--- config.mk ---
export PLATFORM = sky130hd
export DESIGN_NAME = afp_ctrl
export DESIGN_NICKNAME = d
export VERILOG_FILES = /design/src/hdl/afp_ctrl.v
export VERILOG_INCLUDE_DIRS = /design/src /design/src/include
export SDC_FILE = /design/constraint.sdc
export NUM_CORES = 1
export LEC_CHECK = 0
export ABC_CLOCK_PERIOD_IN_PS = 6000
export BUFFER_PORTS_ARGS = -buffer_cell sky130_fd_sc_hd__buf_2
export CAP_MARGIN = 20
export CORE_MARGIN = 4
export CORE_UTILIZATION = 59
export DETAILED_ROUTE_END_ITERATION = 10
export HOLD_SLACK_MARGIN = 0.08
export PLACE_DENSITY = 0.81
export SLEW_MARGIN = 20
export SYNTH_ARGS = -nofsm -noshare
export SYNTH_HDL_FRONTEND = slang
export SYNTH_SLANG_ARGS = --single-unit
--- constraint.sdc ---
create_clock -name clk_in -period 6 [get_ports clk_in]
set_input_delay 0.3 -clock clk_in [delete_from_list [all_inputs] [get_ports clk_in]]
set_output_delay 0.3 -clock clk_in [all_outputs]
set_load 0.01 [all_outputs]
--- src/include/afp_regs.vh ---
// Purpose : Constants for the amplifier fault protection controller.
// Assumes : 25 MHz system clock.
// Notes   : Times are given in their own unit, cycle counts derived from them.
`ifndef AFP_REGS_VH
`define AFP_REGS_VH

`define AFP_CLK_HZ            25000000
`define AFP_CFG_BTL           2'h0
`define AFP_CFG_PARALLEL_BRIDGED_CONFIG          2'h1
`define AFP_CFG_SE            2'h2
`define AFP_SHORT_STEP_US     1000
`define AFP_SHORT_STEP_CYC    ((`AFP_SHORT_STEP_US * 25) )
`define AFP_HB_A              0
`define AFP_HB_B              1
`define AFP_HB_C              2
`define AFP_HB_D              3

`endif

--- src/hdl/afp_ctrl.v ---
// Purpose : Fault protection and reset control for a four half-bridge power stage.
// Assumes : All inputs synchronous to clk_in; analog comparators supply fault levels.
// Notes   : Open-drain flags are given as output and output enable pairs.
`timescale 1ns/100ps
`default_nettype none
`include "afp_regs.vh"

module afp_ctrl
(
  // Clock and reset.
  input  wire       clk_in,
  input  wire       rst_in,
  // Configuration.
  input  wire [1:0] out_config_in,
  input  wire       three_level_temp_in,
  input  wire       trim_at_regulator_in,
  // Controller reset pin, active low.
  input  wire       reset_n_in,
  // Fault detectors.
  input  wire       temp_over_100_in,
  input  wire       temp_over_125_in,
  input  wire       temp_over_155_in,
  input  wire       supply_undervoltage_in,
  input  wire [3:0] overload_in,
  input  wire [3:0] bootstrap_uv_in,
  input  wire [3:0] short_to_ground_in,
  input  wire [3:0] short_to_supply_in,
  // Half-bridge control.
  output reg  [3:0] bridge_enable_out,
  output reg  [3:0] weak_pulldown_out,
  output reg        amp_ready_out,
  output reg        ext_clock_select_out,
  // Open-drain flags: output level and enable.
  output reg        shutdown_flag_n_out,
  output reg        shutdown_flag_n_oe_out,
  output reg        temp_warning_n_out,
  output reg        temp_warning_n_oe_out,
  output reg        temp_warning_low_n_out,
  output reg        temp_warning_low_n_oe_out,
  output reg        temp_warning_high_n_out,
  output reg        temp_warning_high_n_oe_out
);

  // ----------------------------------------------------------------
  // States
  // ----------------------------------------------------------------
  localparam [3:0] ST_GND  = 4'h1;
  localparam [3:0] ST_SUP  = 4'h2;
  localparam [3:0] ST_HOLD = 4'h4;
  localparam [3:0] ST_RUN  = 4'h8;
  localparam [31:0] STEP_CYC = `AFP_SHORT_STEP_CYC;

  // Maps a set of faulted half-bridges to the set to be turned off.
  function [3:0] afp_off_map;
    input [1:0] cfg;
    input [3:0] err;
    begin
      case (cfg)
        `AFP_CFG_PARALLEL_BRIDGED_CONFIG:
          afp_off_map = (|err) ? 4'hF : 4'h0;
        `AFP_CFG_SE:
          afp_off_map = {{2{err[3]}}, 2'h0}
                      | {1'b0, 1'b0, err[0], err[0]}
                      | {err[1], 2'h0, err[1]};
        default:
          afp_off_map = {{2{err[3] | err[2]}}, {2{err[1] | err[0]}}};
      endcase
    end
  endfunction

  reg  [3:0]  state;
  reg  [31:0] step_cnt;
  reg         reset_n_d;
  reg         thermal_shutdown_fault;
  reg         overload_latch;
  reg  [3:0]  overload_bridges;
  wire [3:0]  local_off;
  wire        global_fault;
  wire        reset_rise;
  wire        running;

  assign reset_rise   = reset_n_in & ~reset_n_d;
  assign running      = (state == ST_RUN);
  assign global_fault = thermal_shutdown_fault | temp_over_155_in | supply_undervoltage_in;
  assign local_off    = afp_off_map(out_config_in, overload_bridges);

  // ----------------------------------------------------------------
  // Startup short check sequence
  // ----------------------------------------------------------------
  always @(posedge clk_in or posedge rst_in)
  begin
    if (rst_in)
    begin
      state     <= ST_GND;
      step_cnt  <= 32'h0;
      reset_n_d <= 1'b0;
    end
    else
    begin
      reset_n_d <= reset_n_in;
      case (state)
        ST_GND:
        begin
          if (out_config_in == `AFP_CFG_SE)
            state <= ST_RUN;
          else if (|short_to_ground_in)
          begin
            state    <= ST_HOLD;
            step_cnt <= 32'h0;
          end
          else if (step_cnt >= STEP_CYC - 32'h1)
          begin
            state    <= ST_SUP;
            step_cnt <= 32'h0;
          end
          else
            step_cnt <= step_cnt + 32'h1;
        end
        ST_SUP:
        begin
          if (|short_to_supply_in)
          begin
            state    <= ST_HOLD;
            step_cnt <= 32'h0;
          end
          else if (step_cnt >= STEP_CYC - 32'h1)
            state <= ST_RUN;
          else
            step_cnt <= step_cnt + 32'h1;
        end
        ST_HOLD:
        begin
          if (~|(short_to_ground_in | short_to_supply_in))
          begin
            state    <= ST_GND;
            step_cnt <= 32'h0;
          end
        end
        ST_RUN:
          state <= ST_RUN;
        default:
          state <= ST_GND;
      endcase
    end
  end

  // ----------------------------------------------------------------
  // Fault latches
  // ----------------------------------------------------------------
  always @(posedge clk_in or posedge rst_in)
  begin
    if (rst_in)
    begin
      thermal_shutdown_fault <= 1'b0;
      overload_latch         <= 1'b0;
      overload_bridges       <= 4'h0;
    end
    else
    begin
      if (temp_over_155_in)
        thermal_shutdown_fault <= 1'b1;
      else if (running && !reset_n_in)
        thermal_shutdown_fault <= 1'b0;
      if (running && (|overload_in))
      begin
        overload_latch   <= 1'b1;
        overload_bridges <= overload_bridges | overload_in;
      end
      else if (running && reset_rise)
      begin
        overload_latch   <= 1'b0;
        overload_bridges <= 4'h0;
      end
    end
  end

  // ----------------------------------------------------------------
  // Fault summary
  // ----------------------------------------------------------------
  // True when a fault asks for every half-bridge to be Hi-Z.
  function afp_all_off;
    input       global_now;
    input [3:0] overload_now;
    input       overload_held;
    begin
      afp_all_off = global_now | (|overload_now) | overload_held;
    end
  endfunction

  // An overload latch in the cycle of its clear no longer holds the stage off.
  // This keeps the shutdown flag from pulsing after the reset pin rises.
  wire        overload_hold;
  wire        all_off;
  wire [3:0]  bridge_ok;

  assign overload_hold = overload_latch & ~reset_rise;
  assign all_off       = afp_all_off(global_fault, overload_in, overload_hold);

  // ----------------------------------------------------------------
  // Per half-bridge permission
  // ----------------------------------------------------------------
  // A half-bridge may switch unless its group is off or its bootstrap is low.
  genvar hb;
  generate
    for (hb = 0; hb < 4; hb = hb + 1)
    begin : g_bridge
      assign bridge_ok[hb] = ~local_off[hb] & ~bootstrap_uv_in[hb];
    end
  endgenerate

  // ----------------------------------------------------------------
  // Next output values
  // ----------------------------------------------------------------
  reg  [3:0]  next_bridge_enable;
  reg  [3:0]  next_weak_pulldown;
  reg         next_amp_ready;
  reg         next_shutdown_oe;
  reg         next_warn_single_oe;
  reg         next_warn_low_oe;
  reg         next_warn_high_oe;

  always @*
  begin
    next_bridge_enable  = 4'h0;
    next_weak_pulldown  = 4'h0;
    next_amp_ready      = 1'b0;
    next_shutdown_oe    = 1'b1;
    next_warn_single_oe = ~three_level_temp_in & temp_over_125_in;
    next_warn_low_oe    = three_level_temp_in & temp_over_100_in;
    next_warn_high_oe   = three_level_temp_in & temp_over_125_in;
    if (!running)
    begin
      next_shutdown_oe = 1'b1;
    end
    else if (!reset_n_in)
    begin
      next_shutdown_oe = 1'b0;
      if (out_config_in != `AFP_CFG_SE)
      begin
        next_weak_pulldown = 4'hF;
      end
    end
    else if (all_off)
    begin
      next_shutdown_oe = 1'b1;
    end
    else
    begin
      next_bridge_enable = bridge_ok;
      next_shutdown_oe   = 1'b0;
      next_amp_ready     = 1'b1;
    end
  end

  // ----------------------------------------------------------------
  // Stage outputs
  // ----------------------------------------------------------------
  always @(posedge clk_in or posedge rst_in)
  begin
    if (rst_in)
    begin
      bridge_enable_out          <= 4'h0;
      weak_pulldown_out          <= 4'h0;
      amp_ready_out              <= 1'b0;
      ext_clock_select_out       <= 1'b0;
      shutdown_flag_n_oe_out     <= 1'b1;
      temp_warning_n_oe_out      <= 1'b0;
      temp_warning_low_n_oe_out  <= 1'b0;
      temp_warning_high_n_oe_out <= 1'b0;
    end
    else
    begin
      bridge_enable_out          <= next_bridge_enable;
      weak_pulldown_out          <= next_weak_pulldown;
      amp_ready_out              <= next_amp_ready;
      ext_clock_select_out       <= trim_at_regulator_in;
      shutdown_flag_n_oe_out     <= next_shutdown_oe;
      temp_warning_n_oe_out      <= next_warn_single_oe;
      temp_warning_low_n_oe_out  <= next_warn_low_oe;
      temp_warning_high_n_oe_out <= next_warn_high_oe;
    end
  end

  // ----------------------------------------------------------------
  // Open-drain flag levels
  // ----------------------------------------------------------------
  // The pins only ever pull low; their enables carry the information.
  always @(posedge clk_in or posedge rst_in)
  begin
    if (rst_in)
    begin
      shutdown_flag_n_out     <= 1'b0;
      temp_warning_n_out      <= 1'b0;
      temp_warning_low_n_out  <= 1'b0;
      temp_warning_high_n_out <= 1'b0;
    end
    else
    begin
      shutdown_flag_n_out     <= 1'b0;
      temp_warning_n_out      <= 1'b0;
      temp_warning_low_n_out  <= 1'b0;
      temp_warning_high_n_out <= 1'b0;
    end
  end

endmodule // afp_ctrl
`default_nettype wire

==> metrics.cfg <==
[status]
status=complete, no violations

[detailed_routing]
ant_nets=0
vias=1893
viasPerCell=5.58
firstDrtPassIters=4
drt-total-wl_um=4610
wl_per_cell_um=13.6
drtIter0Drc=116
drc=0

[synth]
syn_inst=249
ys.flop_type=dfrtp_1
synth_cell_types=53
netlist_area_um2=2540
synth-edff-count=0
ys_ff_latch=54
async_flop_share_pct=100
synth_sequential_area_ratio_pct=53.3
synth_area_per_cell_um2=10.2
ys_warn_count=0

[timing]
fmax_mhz=379
finalCritPeriodShare_pct=44.0
relSlewSlack_pct=51.8
slew_violations=0
finClkSkew_ns=0.00862
max_slew.worst_pin.slew_ns=0.722
hold_viol=0
rsz0062_at_grt=false
post-route-min-period_ns=2.64
setup_tns_ns=0
setup_viol=0

[pwr]
peakVddDrop_uv=233
power_w=0.000861
p_per_area_nw_per_um2=298
p_leak_nw=1.36

[finish]
layout-drive-gt1-share_pct=22.5
diodes=0
layout.nets=318
final_area_um2=2890
finish.utilization_pct=70.8
mostFrequentLayoutCells=52 x dfrtp_1, 40 x buf_2, 24 x nand2_1, 19 x and2_1, 14 x a21oi_1
stdcell_count=339
final_common_cell=dfrtp_1
num-fill-cells=309
areaGrowthSynthToFinish_pct=13.8

[placement]
place_congestion=0.789
dp_hpwl_um=3310
io_buffers=40
dpl-instance-area_um2=2760
dpl.cell_count=330

[critical_path]
cp-end-kind=flip-flop
rr_startpoint=step_cnt[0]
slowest_delay_ns=0.57
r2r-end=step_cnt[12]
worst-r2r-cell-count=7
cp.required_ns=6.24
cp_max_fo=19
path_class=reg -> reg
cp.arrival_ns=2.87
start_kind=flip-flop
r2r_setup_slack_ns=3.36
crit_slowest_cell=a2111oi_0
crit_chain=ha_1 -> a2111oi_0 -> nor4_1 -> nor3_2 -> o211ai_4 -> or3_1 -> o211ai_2

[clock_tree]
cts_num_sinks=54
ctsResizeCount=0
clkLatencyLatePin_ns=0.31
cts_root_buf=clkbuf_8
clk_pin_slew_ns=0.10
cts_max_path_buffers=2
numCtsBuffers=5
cts_max_level=2
cts_tree=built

[global_routing]
grt_overflow=0
track_usage_pct=18.4
antenna_found_initial=0
grt_max_degree=34
grt_pass1_vias=1756
grt_pass1_wl_um=7710

[hold_path]
hp-class=in -> async

[floorplanning]
dieArea_um2=5420
die_y_um=73.6
num_rows=23
ios=45
core_region_area_um2=4090
start_util_pct=62.2
fp.dieW_um=73.6

[run]
drv_cap=0

[cells by family after synthesis]
| group | count (synthesis) | synth area share (%) |
|---|---|---|
| AO/OA/AOI/OAI | 57 | 15.4 |
| XOR/XNOR | 2 | 0.689 |
| adder cells (fa/ha/maj) | 3 | 1.48 |
| buffers and inverters | 19 | 4.09 |
| flip-flops | 54 | 53.3 |
| multiplexers | 1 | 0.443 |
| other | 1 | 0.148 |
| AND/OR/NAND/NOR | 112 | 24.5 |
[metrics by stage]
step,setup WS (ns),hold WS [ns]
4_1_cts,3.35,0.0814
6_report,3.36,0.0966
5_1_grt,3.13,0.123
2_1_floorplan,3.94,0.331
3_3_place_gp,3.30,0.409
3_5_place_dp,3.23,0.410
[worst max-delay path: cells and delay by family (launching register included)]
kind                       cells  cell delay, ns
and+or+nand+nor                3            0.93
adders and majority gates      1            0.26
DFF                            1            0.41
AOI/OAI and AO/OA              3            0.96
[where the power goes]
group          internal (W)  switching [W]
clock              0.000124       0.000120
combinational     0.0000760       0.000112
sequential         0.000396      0.0000333
[worst max path at each step]
stage	startpoint	to	slack [ns]
floorplan	state[0]	step_cnt[12]	3.94
global placement	short_to_supply_in[0]	step_cnt[10]	3.30
detailed placement	short_to_supply_in[0]	step_cnt[10]	3.23
CTS	step_cnt[0]	step_cnt[10]	3.35
global route	step_cnt[0]	step_cnt[5]	3.13
finish	step_cnt[0]	step_cnt[12]	3.36
[area by class of cell]
type	instances	area, um^2	area share (%)
multi-input cells	179	1100	38.1
clock buffers	5	68.8	2.38
clock inverters	3	45.0	1.56
well taps	50	62.6	2.16
flip-flops and latches	54	1350	46.8
repair buffers	42	238	8.22
inverters	6	22.5	0.779
[cells in the mapped netlist (all sizes together) (3+ instances only)]
cell type  count  area share, %
a21o           8            2.4
a21oi         14            2.8
and2          19            4.7
buf           12            3.1
dfrtp         52             51
ha             3            1.5
inv            6           0.89
nand2         24            3.5
nand2b        13            3.2
nand3          5           0.98
nand4          3           0.74
nor2          13            2.0
nor3          10            2.2
nor4           7            2.0
o211ai         5            2.2
o21ai         16            3.3
or3            6            1.5
[metal layers]
metal	vias to the layer above	wire length, um	GRT usage (%)
li1	953	-	-
met1	888	2190	26.2
met2	42	2130	27.4
met3	10	192	3.01
met4	0	98	8.65
met5	-	0	0
[state kept, by name, indices dropped and copies added (netlist names)]
signal                      count
reset_n_d                       1
temp_warning_n_oe_out           1
temp_warning_low_n_oe_out       1
state                           4
overload_latch                  1
amp_ready_out                   1
ext_clock_select_out            1
weak_pulldown_out               1
temp_warning_high_n_oe_out      1
shutdown_flag_n_oe_out          1
step_cnt                       32
thermal_shutdown_fault          1
bridge_enable_out               4
overload_bridges                4
[repair_timing]
action                                 CTS  global route
hold buffers                             0             1
endpoints found under the hold margin    0             1
buffers inserted                         0             0
No activity file was read; power rests on OpenSTA's default activity.
